--- config.mk ---
export PLATFORM = sky130hd
export DESIGN_NAME = dram_channel_timing_termination_config
export DESIGN_NICKNAME = d
export VERILOG_FILES = /design/src/verilog/dram_cfg_pkg.sv /design/src/verilog/dram_channel_timing_termination_config.sv
export SDC_FILE = /design/constraint.sdc
export NUM_CORES = 1
export LEC_CHECK = 0
export ABC_AREA = 1
export BUFFER_PORTS_ARGS = -buffer_cell sky130_fd_sc_hd__buf_2
export CELL_PAD_IN_SITES_DETAIL_PLACEMENT = 1
export CELL_PAD_IN_SITES_GLOBAL_PLACEMENT = 2
export CORE_MARGIN = 4
export CORE_UTILIZATION = 37
export CTS_CLUSTER_SIZE = 28
export DETAILED_ROUTE_END_ITERATION = 6
export PLACE_DENSITY_LB_ADDON = 0.1
export SYNTH_ARGS = -nofsm -noshare
export SYNTH_HDL_FRONTEND = slang
export SYNTH_SLANG_ARGS = --single-unit
export TNS_END_PERCENT = 1
--- constraint.sdc ---
create_clock -name clk_i -period 6.6 [get_ports clk_i]
set_input_delay 1.32 -clock clk_i [delete_from_list [all_inputs] [get_ports clk_i]]
set_output_delay 1.32 -clock clk_i [all_outputs]
set_load 0.005 [all_outputs]
--- src/verilog/dram_cfg_pkg.sv ---
// package: register map, field layout, reset values and latency constants
package dram_cfg_pkg;
  localparam logic [11:0] CH0_TERM_OFF     = 12'h29C;
  localparam logic [11:0] CH1_RB0_OFF      = 12'h600;
  localparam logic [11:0] CH1_RB1_OFF      = 12'h602;
  localparam logic [11:0] CH1_ATTR_OFF     = 12'h608;
  localparam logic [11:0] CH1_PCHG_OFF     = 12'h650;
  localparam logic [31:0] CH0_TERM_RST     = 32'h00100000;
  localparam logic [15:0] CH1_RB0_RST      = 16'h0000;
  localparam logic [15:0] CH1_RB1_RST      = 16'h0000;
  localparam logic [15:0] CH1_ATTR_RST     = 16'h0000;
  localparam logic [15:0] CH1_PCHG_RST     = 16'h0000;
  localparam int          TERM_LAT_LSB     = 20;
  localparam int          COL_LAT_LSB      = 17;
  localparam int          ACT_PCHG_LSB     = 11;
  localparam int          WR_PCHG_LSB      = 6;
  localparam int          RD_PCHG_LSB      = 2;
  localparam int          PCHG_PCHG_LSB    = 0;
  localparam logic [3:0]  TERM_LAT_MIN     = 4'h1;
  localparam logic [3:0]  TERM_LAT_MAX     = 4'hC;
  localparam logic [3:0]  COL_LAT_BASE     = 4'h3;
  localparam logic [31:0] CH0_TERM_WMASK   = 32'h00FE0000;
  localparam logic [15:0] CH1_RB_WMASK     = 16'h03FF;
endpackage

--- src/verilog/dram_channel_timing_termination_config.sv ---
// config slice: termination/column latency and channel 1 precharge spacing tracker
`timescale 1ns/1ps
// What this block does
// RQ1: termination asserted programmed clocks after chip select
// RQ2: column latency is code plus three clocks
// RQ3: rank top boundary is topmost populated address
// RQ4: software programs boundaries cumulative over rank three
// RQ5: two attribute bytes, rank one upper byte
// RQ6: precharge waits activate-to-precharge gap
// RQ7: precharge waits write-to-precharge gap
// RQ8: precharge waits read-to-precharge gap
// RQ9: successive same-rank precharges spaced by gap
// RQ10: trackers hold pending precharge until gaps met
module dram_channel_timing_termination_config #(
  parameter int RANKS = 2,
  parameter int BANKS = 8
) (
  input  wire logic                     clk_i,
  input  wire logic                     rst_n_i,
  input  wire logic                     reg_wr_i,
  input  wire logic                     reg_rd_i,
  input  wire logic [11:0]              reg_addr_i,
  input  wire logic [31:0]              reg_wdata_i,
  output logic      [31:0]              reg_rdata_o,
  input  wire logic                     cs_i,
  output logic                          term_en_o,
  output logic      [3:0]               column_access_latency_o,
  output logic      [9:0]               ch1_rank_top_boundary_zero_o,
  output logic      [9:0]               ch1_rank_top_boundary_one_o,
  output logic      [7:0]               ch1_rank_attribute_byte_zero_o,
  output logic      [7:0]               ch1_rank_attribute_byte_one_o,
  input  wire logic                     cmd_act_i,
  input  wire logic                     cmd_wr_i,
  input  wire logic                     cmd_rd_i,
  input  wire logic [$clog2(RANKS)-1:0] cmd_rank_i,
  input  wire logic [$clog2(BANKS)-1:0] cmd_bank_i,
  input  wire logic                     pchg_req_i,
  input  wire logic [$clog2(RANKS)-1:0] pchg_rank_i,
  input  wire logic [$clog2(BANKS)-1:0] pchg_bank_i,
  output logic                          pchg_grant_o,
  output logic                          pchg_wait_o
);
  localparam int RB = RANKS * BANKS;
  // the tracker index is rank and bank side by side, so both must be powers of two
  if (RANKS < 2 || BANKS < 2
      || (RANKS & (RANKS - 1)) != 0 || (BANKS & (BANKS - 1)) != 0) begin : g_bad_geometry
    $error("ranks and banks must be powers of two, each at least two");
  end

  typedef struct packed {
    logic [31:0]        term_ctl;
    logic [15:0]        rb0;
    logic [15:0]        rb1;
    logic [15:0]        attr;
    logic [15:0]        pchg;
    logic [31:0]        rdata;
    logic [15:0]        cs_hist;
    logic               term;
    logic [RB-1:0][4:0] act_cnt;
    logic [RB-1:0][4:0] wr_cnt;
    logic [RB-1:0][3:0] rd_cnt;
    logic [RANKS-1:0][1:0] pp_cnt;
  } state_t;

  state_t s_q;
  state_t s_d;

  ////////////////////////////////////////////////////////////////////////
  logic [3:0] term_lat;
  logic [4:0] act_gap;
  logic [4:0] wr_gap;
  logic [3:0] rd_gap;
  logic [1:0] pp_gap;
  // flat tracker index: rank in the upper bits, bank in the lower bits
  logic [$clog2(RB)-1:0] pidx;
  logic [$clog2(RB)-1:0] cidx;
  logic       pchg_ok;

  assign term_lat = s_q.term_ctl[dram_cfg_pkg::TERM_LAT_LSB +: 4];
  assign act_gap  = s_q.pchg[dram_cfg_pkg::ACT_PCHG_LSB +: 5];
  assign wr_gap   = s_q.pchg[dram_cfg_pkg::WR_PCHG_LSB +: 5];
  assign rd_gap   = s_q.pchg[dram_cfg_pkg::RD_PCHG_LSB +: 4];
  assign pp_gap   = s_q.pchg[dram_cfg_pkg::PCHG_PCHG_LSB +: 2];
  assign pidx     = {pchg_rank_i, pchg_bank_i};
  assign cidx     = {cmd_rank_i, cmd_bank_i};

  // a counter saturates at its field maximum, which no gap exceeds, so "count >= gap" means the spacing is met
  assign pchg_ok = (s_q.act_cnt[pidx] >= act_gap) // RQ6
                && (s_q.wr_cnt[pidx] >= wr_gap)    // RQ7
                && (s_q.rd_cnt[pidx] >= rd_gap)    // RQ8
                && (s_q.pp_cnt[pchg_rank_i] >= pp_gap); // RQ9
  assign pchg_grant_o = pchg_req_i && pchg_ok; // RQ10
  assign pchg_wait_o  = pchg_req_i && !pchg_ok; // RQ10

  always_comb begin
    s_d = s_q;
    // registers
    if (reg_wr_i) begin
      case (reg_addr_i)
        dram_cfg_pkg::CH0_TERM_OFF: s_d.term_ctl = reg_wdata_i & dram_cfg_pkg::CH0_TERM_WMASK;
        dram_cfg_pkg::CH1_RB0_OFF:  s_d.rb0 = reg_wdata_i[15:0] & dram_cfg_pkg::CH1_RB_WMASK; // RQ3
        dram_cfg_pkg::CH1_RB1_OFF:  s_d.rb1 = reg_wdata_i[15:0] & dram_cfg_pkg::CH1_RB_WMASK; // RQ3
        dram_cfg_pkg::CH1_ATTR_OFF: s_d.attr = reg_wdata_i[15:0]; // RQ5
        dram_cfg_pkg::CH1_PCHG_OFF: s_d.pchg = reg_wdata_i[15:0];
        default: ;
      endcase
    end
    s_d.rdata = 32'h00000000;
    if (reg_rd_i) begin
      case (reg_addr_i)
        dram_cfg_pkg::CH0_TERM_OFF: s_d.rdata = s_q.term_ctl;
        dram_cfg_pkg::CH1_RB0_OFF:  s_d.rdata = {16'h0000, s_q.rb0};
        dram_cfg_pkg::CH1_RB1_OFF:  s_d.rdata = {16'h0000, s_q.rb1};
        dram_cfg_pkg::CH1_ATTR_OFF: s_d.rdata = {16'h0000, s_q.attr};
        dram_cfg_pkg::CH1_PCHG_OFF: s_d.rdata = {16'h0000, s_q.pchg};
        default:                    s_d.rdata = 32'h00000000;
      endcase
    end
    // termination delay line: bit k = chip select seen k+1 clocks ago
    s_d.cs_hist = {s_q.cs_hist[14:0], cs_i};
    // reserved codes leave termination off rather than guess a latency
    if (term_lat >= dram_cfg_pkg::TERM_LAT_MIN && term_lat <= dram_cfg_pkg::TERM_LAT_MAX) begin
      s_d.term = s_q.cs_hist[term_lat - 4'h1]; // RQ1
    end else begin
      s_d.term = 1'b0;
    end
    // elapsed-clock trackers, saturating at the field maximum
    // saturation keeps an idle bank ready forever without a wider counter
    for (int i = 0; i < RB; i++) begin
      if (s_q.act_cnt[i] != 5'h1F) s_d.act_cnt[i] = s_q.act_cnt[i] + 5'h01; // RQ10
      if (s_q.wr_cnt[i] != 5'h1F)  s_d.wr_cnt[i]  = s_q.wr_cnt[i] + 5'h01;
      if (s_q.rd_cnt[i] != 4'hF)   s_d.rd_cnt[i]  = s_q.rd_cnt[i] + 4'h1;
    end
    for (int r = 0; r < RANKS; r++) begin
      if (s_q.pp_cnt[r] != 2'h3) s_d.pp_cnt[r] = s_q.pp_cnt[r] + 2'h1;
    end
    // a command restarts its tracker; count 1 on the next clock is one clock elapsed
    if (cmd_act_i) s_d.act_cnt[cidx] = 5'h01; // RQ6
    if (cmd_wr_i)  s_d.wr_cnt[cidx]  = 5'h01; // RQ7
    if (cmd_rd_i)  s_d.rd_cnt[cidx]  = 4'h1;  // RQ8
    if (pchg_grant_o) s_d.pp_cnt[pchg_rank_i] = 2'h1; // RQ9
    if (!rst_n_i) begin
      s_d = '0;
      s_d.term_ctl = dram_cfg_pkg::CH0_TERM_RST;
      s_d.rb0 = dram_cfg_pkg::CH1_RB0_RST;
      s_d.rb1 = dram_cfg_pkg::CH1_RB1_RST;
      s_d.attr = dram_cfg_pkg::CH1_ATTR_RST;
      s_d.pchg = dram_cfg_pkg::CH1_PCHG_RST;
      s_d.act_cnt = '1;
      s_d.wr_cnt = '1;
      s_d.rd_cnt = '1;
      s_d.pp_cnt = '1;
    end
  end

  always_ff @(posedge clk_i) begin
    s_q <= s_d;
  end

  ////////////////////////////////////////////////////////////////////////
  assign reg_rdata_o                    = s_q.rdata;
  assign term_en_o                      = s_q.term;
  assign column_access_latency_o        = {1'b0, s_q.term_ctl[dram_cfg_pkg::COL_LAT_LSB +: 3]}
                                          + dram_cfg_pkg::COL_LAT_BASE; // RQ2
  assign ch1_rank_top_boundary_zero_o   = s_q.rb0[9:0]; // RQ3
  assign ch1_rank_top_boundary_one_o    = s_q.rb1[9:0];
  assign ch1_rank_attribute_byte_zero_o = s_q.attr[7:0]; // RQ5
  assign ch1_rank_attribute_byte_one_o  = s_q.attr[15:8]; // RQ5

  ////////////////////////////////////////////////////////////////////////
  // spacing checks look two clocks after the command, when its tracker reads two
  a_act_gap_held: assert property (@(posedge clk_i) disable iff (!rst_n_i) // RQ6
    cmd_act_i && act_gap > 5'h2 ##2 pchg_req_i && pchg_rank_i == $past(cmd_rank_i, 2)
      && pchg_bank_i == $past(cmd_bank_i, 2) |-> !pchg_grant_o)
    else $error("precharge granted too soon after activate");
  a_wr_gap_held: assert property (@(posedge clk_i) disable iff (!rst_n_i) // RQ7
    cmd_wr_i && wr_gap > 5'h2 ##2 pchg_req_i && pchg_rank_i == $past(cmd_rank_i, 2)
      && pchg_bank_i == $past(cmd_bank_i, 2) |-> !pchg_grant_o)
    else $error("precharge granted inside write recovery");
  a_rd_gap_held: assert property (@(posedge clk_i) disable iff (!rst_n_i) // RQ8
    cmd_rd_i && rd_gap > 4'h2 ##2 pchg_req_i && pchg_rank_i == $past(cmd_rank_i, 2)
      && pchg_bank_i == $past(cmd_bank_i, 2) |-> !pchg_grant_o)
    else $error("precharge granted inside read gap");
  a_pp_gap_held: assert property (@(posedge clk_i) disable iff (!rst_n_i) // RQ9
    pchg_grant_o && pp_gap == 2'h3 ##2 pchg_req_i && pchg_rank_i == $past(pchg_rank_i, 2)
      |-> !pchg_grant_o)
    else $error("precharges to one rank too close");
  a_pchg_wait_pair: assert property (@(posedge clk_i) disable iff (!rst_n_i) // RQ10
    pchg_req_i |-> pchg_grant_o ^ pchg_wait_o)
    else $error("pending precharge neither granted nor held");
  a_term_one_clk: assert property (@(posedge clk_i) disable iff (!rst_n_i) // RQ1
    term_lat == 4'h1 && $stable(term_lat) ##0 cs_i ##2 $stable(term_lat) |-> term_en_o)
    else $error("termination not asserted after one clock");
  a_term_twelve_clk: assert property (@(posedge clk_i) disable iff (!rst_n_i) // RQ1
    term_lat == 4'hC && $stable(term_lat) ##0 cs_i ##13 $stable(term_lat) |-> term_en_o)
    else $error("termination not asserted after twelve clocks");
  a_term_reserved: assert property (@(posedge clk_i) disable iff (!rst_n_i) // RQ1
    term_lat == 4'h0 ##1 term_lat == 4'h0 |-> !term_en_o)
    else $error("termination asserted on reserved code");
  a_col_latency: assert property (@(posedge clk_i) disable iff (!rst_n_i) // RQ2
    reg_wr_i && reg_addr_i == dram_cfg_pkg::CH0_TERM_OFF |=>
      column_access_latency_o == {1'b0, $past(reg_wdata_i[dram_cfg_pkg::COL_LAT_LSB +: 3])} + 4'h3)
    else $error("column latency not code plus three");
  a_attr_bytes: assert property (@(posedge clk_i) disable iff (!rst_n_i) // RQ5
    reg_wr_i && reg_addr_i == dram_cfg_pkg::CH1_ATTR_OFF |=>
      ch1_rank_attribute_byte_one_o == $past(reg_wdata_i[15:8]))
    else $error("rank one attribute not in upper byte");
  a_attr_low_byte: assert property (@(posedge clk_i) disable iff (!rst_n_i) // RQ5
    reg_wr_i && reg_addr_i == dram_cfg_pkg::CH1_ATTR_OFF |=>
      ch1_rank_attribute_byte_zero_o == $past(reg_wdata_i[7:0]))
    else $error("rank zero attribute not in lower byte");
  a_boundary_wr: assert property (@(posedge clk_i) disable iff (!rst_n_i) // RQ3
    reg_wr_i && reg_addr_i == dram_cfg_pkg::CH1_RB0_OFF |=>
      ch1_rank_top_boundary_zero_o == $past(reg_wdata_i[9:0]))
    else $error("rank top boundary not stored");
  a_boundary_one_wr: assert property (@(posedge clk_i) disable iff (!rst_n_i) // RQ3
    reg_wr_i && reg_addr_i == dram_cfg_pkg::CH1_RB1_OFF |=>
      ch1_rank_top_boundary_one_o == $past(reg_wdata_i[9:0]))
    else $error("second rank top boundary not stored");
  c_pchg_stall: cover property (@(posedge clk_i) disable iff (!rst_n_i) pchg_wait_o ##1 pchg_grant_o);
  c_term_on:    cover property (@(posedge clk_i) disable iff (!rst_n_i) cs_i ##[1:12] term_en_o);
  c_wr_then_pchg: cover property (@(posedge clk_i) disable iff (!rst_n_i) cmd_wr_i ##[1:31] pchg_grant_o);
  c_rd_then_pchg: cover property (@(posedge clk_i) disable iff (!rst_n_i) cmd_rd_i ##[1:15] pchg_grant_o);
  c_term_reserved: cover property (@(posedge clk_i) disable iff (!rst_n_i) term_lat == 4'hD ##0 cs_i);
endmodule // dram_channel_timing_termination_config

After elaboration in Yosys (flattened, before gate mapping)
Cells that the tools add are included.

Output and inout bits: 75. Bits in registers: 336. Input port bits: 61. Logic and storage cells: 275.

Reductions and logical operators: 16. $lt $le $gt $ge: 12. Add/sub/neg operators: 52. Muxes and demuxes: 71. Equal/unequal tests: 55. Bitwise operators: 11.

Operators by type and width (count): 5-bit 2-to-1 mux (35); 5-bit by 1-bit adder with 5-bit output, second input constant (32); 80-bit 2-to-1 mux (2); 5-bit inequality test, second input constant (32); 64-bit bitwise AND (2); 24-bit one-hot mux with 5 select lines (1); 4-bit 2-to-1 mux (19); 4-bit by 1-bit adder with 4-bit output, second input constant (16); 64-bit 2-to-1 mux (1); 4-bit inequality test, second input constant (16); 64-bit inverter (1); 48-bit bitwise AND (1); 12-bit by 11-bit == test with 1-bit output, second input constant (4); 48-bit inverter (1); 16-bit OR (3); 5-bit binary-select mux with 4-bit select (2); 5-bit demux with 4-bit select (1); 4-bit binary-select mux with 4-bit select (1); 4-bit demux with 4-bit select (1); 4-bit by 5-bit < comparator with 1-bit output, second input constant (3); 2-bit AND reduction (7); 12-bit by 10-bit == test with 1-bit output, second input constant (1); 5-bit greater-or-equal comparator (2); 2-bit 2-to-1 mux (5); 18 further kinds (28).

Depth between registers and ports, before layout
Depth after elaboration: 8. Gate-level depth with buffers: 20. Mapped depth without buffers: 19.

Least setup slack after synthesis
No wires, ideal clock.

Path kind: input -> output. Start: input pchg_bank_i[1]. End: output pchg_grant_o. Data arrival time: 3.036 ns. Stages: 16. Data required time: 5.280 ns. Buffers on the path: 3. Slack: 2.244 ns. Cells stage by stage: buf_2 > buf_2 > clkbuf_1 > o211ai_1 > nand3_1 > nand3_1 > nand2_1 > ha_1 > a21oi_1 > nand2_1 > nand2_1 > nand2_1 > nand2_1 > inv_1 > nand3_1 > inv_1.

Word-level cells in the longest chain between the ends: 7. Elaborated cells between the ends (all ways): 13. Classes of those cells: order compare (3); mux (6); reduce/logical (4).

RTL lines: from (decl) (line dram_channel_timing_termination_config.sv:39) `input wire logic [$clog2(BANKS)-1:0] pchg_bank_i,`; 5-bit binary-select mux with 4-bit select, on equally long branches (line dram_channel_timing_termination_config.sv:88, dram_channel_timing_termination_config.sv:89); 5-bit 2-to-1 mux, on equally long branches (line dram_channel_timing_termination_config.sv:88, dram_channel_timing_termination_config.sv:89); 5-bit greater-or-equal comparator, on equally long branches (line dram_channel_timing_termination_config.sv:88, dram_channel_timing_termination_config.sv:89); 1-bit logical AND (line dram_channel_timing_termination_config.sv:89) `&& (s_q.wr_cnt[pidx] >= wr_gap)`; 1-bit logical AND (*) (line dram_channel_timing_termination_config.sv:90) `&& (s_q.rd_cnt[pidx] >= rd_gap)`; 1-bit logical AND (*) (line dram_channel_timing_termination_config.sv:91) `&& (s_q.pp_cnt[pchg_rank_i] >= pp_gap);`; 1-bit logical AND (*) (line dram_channel_timing_termination_config.sv:92) `assign pchg_grant_o = pchg_req_i && pchg_ok;`; to (decl) (line dram_channel_timing_termination_config.sv:40) `output logic pchg_grant_o,`.

Every way passes the cells marked *; elsewhere a longest branch is shown, timed or not. The select of a mux whose other input is x is not followed.

Worst setup path in the final report
Start: input pchg_bank_i[0]. End: output pchg_grant_o.

The elaborated chain is that of the path after synthesis.

==> flow_metrics.py <==
metrics = {
    "outcome": {
        "status": "completed",
    },
    "logic_synthesis": {
        "ys_ff_latch": 327,
        "ys.flop_type": "dfxtp_1",
        "synthTopCellsByArea": "dfxtp_1 38%, nand2_1 12%, o21ai_0 9.6%",
        "syn_avg_cell_area_um2": 6.95,
        "yosysUniqueCellTypes": 41,
        "syn_inst": 2495,
        "synth_top_area_cell": "dfxtp_1",
        "synth-async-reset-ratio_pct": 0,
        "ys_warn_count": 0,
        "yosysTopAreaCellShare_pct": 37.8,
        "synth_most_common_cell": "nand2_1",
        "synth-edff-count": 0,
        "netlist_top_cells_count": "534 x nand2_1, 332 x o21ai_0, 327 x dfxtp_1, 288 x inv_1, 222 x nor2_1",
        "ys_seq_area_share_pct": 37.8,
        "syn-cell-area_mm2": 0.0173,
    },
    "critical_path": {
        "reg2reg_depth": 17,
        "crit_fanout": 94,
        "worstPathRequired_ns": 5.28,
        "reg2reg_slack_ns": 4.02,
        "start_kind": "input pin",
        "critical_path_class": "input pin to output port",
        "reg2reg_to": "s_q[3]",
        "worstReg2RegStart": "s_q[138]",
        "cp-end-kind": "output port",
        "timing.critical_path.arrival_ns": 4.13,
    },
    "min_path": {
        "min_path_cells": 2,
        "hold_path_startpoint": "s_q[238]",
        "min_path_type": "flop to flop",
        "hold_end": "s_q[239]",
    },
    "die": {
        "die-area_mm2": 0.0504,
        "die_y_um": 224,
        "die_w_um": 224,
        "start_util_pct": 37.3,
        "io_pins": 136,
        "placementRows": 79,
        "fp.coreArea_mm2": 0.0465,
    },
    "sta": {
        "finalMaxSlewViolations": 0,
        "rsz0062_at_grt": "false",
        "worst_pin_slew_ns": 1.12,
        "hold_violations": 0,
        "maxSlewHeadroom_pct": 24.6,
        "fin_tns_setup_ns": 0,
        "fin_crit_ns": 5.45,
        "post-route-period-util_pct": 82.5,
        "hold_slack_ns": 0.423,
        "fin_skew_ns": 0.0164,
        "setup_viol": 0,
        "fmax_mhz": 184,
        "fin_ws_ns": 1.15,
    },
    "power_and_ir_drop": {
        "p_comb_share_pct": 36.7,
        "clkPwrFrac_pct": 27.8,
        "powerDensity_mw_per_mm2": 419,
        "vdd_drop_max_v": 0.000234,
        "p_sw_mw": 3.11,
        "power.switching_fraction_pct": 38.6,
        "cellLeakagePower_nw": 9.49,
        "internal-power_mw": 4.94,
        "power_frac_seq_pct": 35.5,
    },
    "cells_and_area": {
        "antenna_cells": 0,
        "synthToLayoutAreaGrowth_pct": 11.0,
        "drive_gt1_share_pct": 8.56,
        "fin_nets": 2633,
        "postLayoutCoreUtil_pct": 41.4,
    },
    "drt": {
        "via_count": 16008,
        "wl_um": 51100,
        "first_iter_violations": 691,
        "wl_per_cell_um": 16.3,
        "drtAntennaViolNets": 0,
        "drt_pre_antenna_iters": 5,
        "drt-vias-per-instance": 5.09,
        "route.detailed.drc": 0,
    },
    "global_routing": {
        "track_usage_pct": 20.1,
        "grt_max_degree": 161,
        "antenna_found_initial": 2,
        "grt_pass1_vias": 16289,
        "grt_pass1_wl_um": 84200,
        "overflow": 0,
    },
    "clocking": {
        "cts_tree": "done",
        "postCtsHoldBufs": 0,
        "clock_latency_ns": 0.56,
        "h-tree-depth": 2,
        "postCtsSetupRepairBufs": 0,
        "cts-root-buf": "clkbuf_16",
        "ctsResizeCount": 0,
        "clock_path_buffers": 3,
        "cts_sinks": 327,
        "cts.clk_slew.worst_paths_ns": 0.05,
        "cts_buffers": 40,
    },
    "placement": {
        "dp_hpwl_um": 36800,
        "place_ws_ns": 1.12,
        "port_buffers": 117,
        "routabilityCongestion": 0.797,
    },
    "flow_run": {
        "drv_cap": 0,
    },
}
## worst max path at each step
stage,start,endpoint,depth (start not counted)
after floorplan,pchg_bank_i[1],pchg_grant_o,16
after global placement,pchg_bank_i[0],pchg_grant_o,15
after detailed placement,pchg_bank_i[0],pchg_grant_o,15
after CTS,pchg_bank_i[0],pchg_grant_o,15
after global routing,pchg_bank_i[0],pchg_grant_o,17
final,pchg_bank_i[0],pchg_grant_o,17
## flip-flops by register name, summed over array words and instances (netlist names)
register                        flops
pp_gap                              2
ch1_rank_attribute_byte_one_o       8
s_q                               256
rd_gap                              4
reg_rdata_o                        23
ch1_rank_attribute_byte_zero_o      8
ch1_rank_top_boundary_zero_o       10
term_en_o                           1
ch1_rank_top_boundary_one_o        10
act_gap                             5
## cell families (layout without fill, tap and decap cells)
| family | count (synthesis) | after routing | share of synthesized area [%] |
|---|---|---|---|
| AOI/OAI and AO/OA | 571 | 571 | 18.0 |
| and+or+nand+nor | 1007 | 1007 | 24.6 |
| muxes | 3 | 3 | 0.173 |
| other | 1 | 9 | 0.0216 |
| xor gates and xnor gates | 55 | 55 | 2.78 |
| DFF | 327 | 327 | 37.8 |
| adders and majority gates | 68 | 68 | 4.91 |
| buffers and inverters | 463 | 495 | 11.8 |
## stage by stage
step           total power [mW]  instances  cell area, um2
2_1_floorplan              5.12       2503           17400
3_3_place_gp               5.67       3069           17900
3_5_place_dp               5.86       3069           17900
4_1_cts                    8.17       3142           19200
5_1_grt                    8.85       3142           19200
6_report                   8.05       3142           19200
## cell usage in the layout, fill, tap and decap left out, types with 2 or more instances in the layout
| cell type | count |
|---|---|
| ha_1 | 68 |
| buf_12 | 3 |
| inv_2 | 8 |
| xor2_1 | 51 |
| a21oi_1 | 123 |
| or2_2 | 2 |
| xnor2_1 | 4 |
| nor2_4 | 3 |
| nand4_1 | 21 |
| o211ai_1 | 93 |
| nand4_4 | 2 |
| mux2i_1 | 3 |
| dfxtp_1 | 327 |
| nor2_8 | 2 |
| inv_1 | 288 |
| o21ai_0 | 332 |
| nand2_1 | 534 |
| and2_0 | 5 |
| clkbuf_1 | 7 |
| o21ai_1 | 14 |
| nand2_2 | 4 |
| clkbuf_16 | 41 |
| conb_1 | 9 |
| bufinv_16 | 3 |
| nor3_1 | 62 |
| and3_1 | 8 |
| o21bai_1 | 8 |
| buf_4 | 6 |
| nand3_1 | 133 |
| clkbuf_8 | 9 |
| inv_6 | 2 |
| nor2_1 | 222 |
| buf_2 | 114 |
| clkinv_2 | 11 |
## cell type report
| cell class | instances | area [um2] |
|---|---|---|
| fill | 5970 | 27200 |
| multi-input combinational | 1713 | 8770 |
| sequential | 327 | 6550 |
| clock buffer | 56 | 1160 |
| inverter | 297 | 1110 |
| tap | 607 | 759 |
| timing repair buffer | 125 | 701 |
| clock inverter | 17 | 171 |
## power groups by stage
stage | sequential [mW] | combinational (mW) | clock [mW]
3_5_place_dp | 2.90 | 2.96 | 0
3_3_place_gp | 2.88 | 2.79 | 0
2_1_floorplan | 2.78 | 2.34 | 0
6_report | 2.86 | 2.96 | 2.24
4_1_cts | 2.86 | 2.99 | 2.32
5_1_grt | 2.93 | 3.52 | 2.41
## worst max-delay path, cell delays in order
cell and delay [ns]:
buf_6 0.49, buf_4 0.46, a21oi_1 0.13, o21ai_0 0.09, nand3_1 0.12, o211ai_1 0.11
nand2_1 0.19, ha_1 0.34, nand2_1 0.05, inv_1 0.06, nand3_1 0.07, nand3_1 0.11
nand2_1 0.07, inv_1 0.05, nand3_1 0.17, inv_1 0.11, buf_2 0.12
## layer usage
metal / GRT usage, % / vias to the layer above / wire (um)
met3: 3.43 / 62 / 2210
met4: 4.78 / 4 / 1060
met1: 26.3 / 7606 / 24000
met5: 0 / - / 22
li1: - / 8113 / -
met2: 34.7 / 223 / 23900
Power figures use the tool's default switching activity.
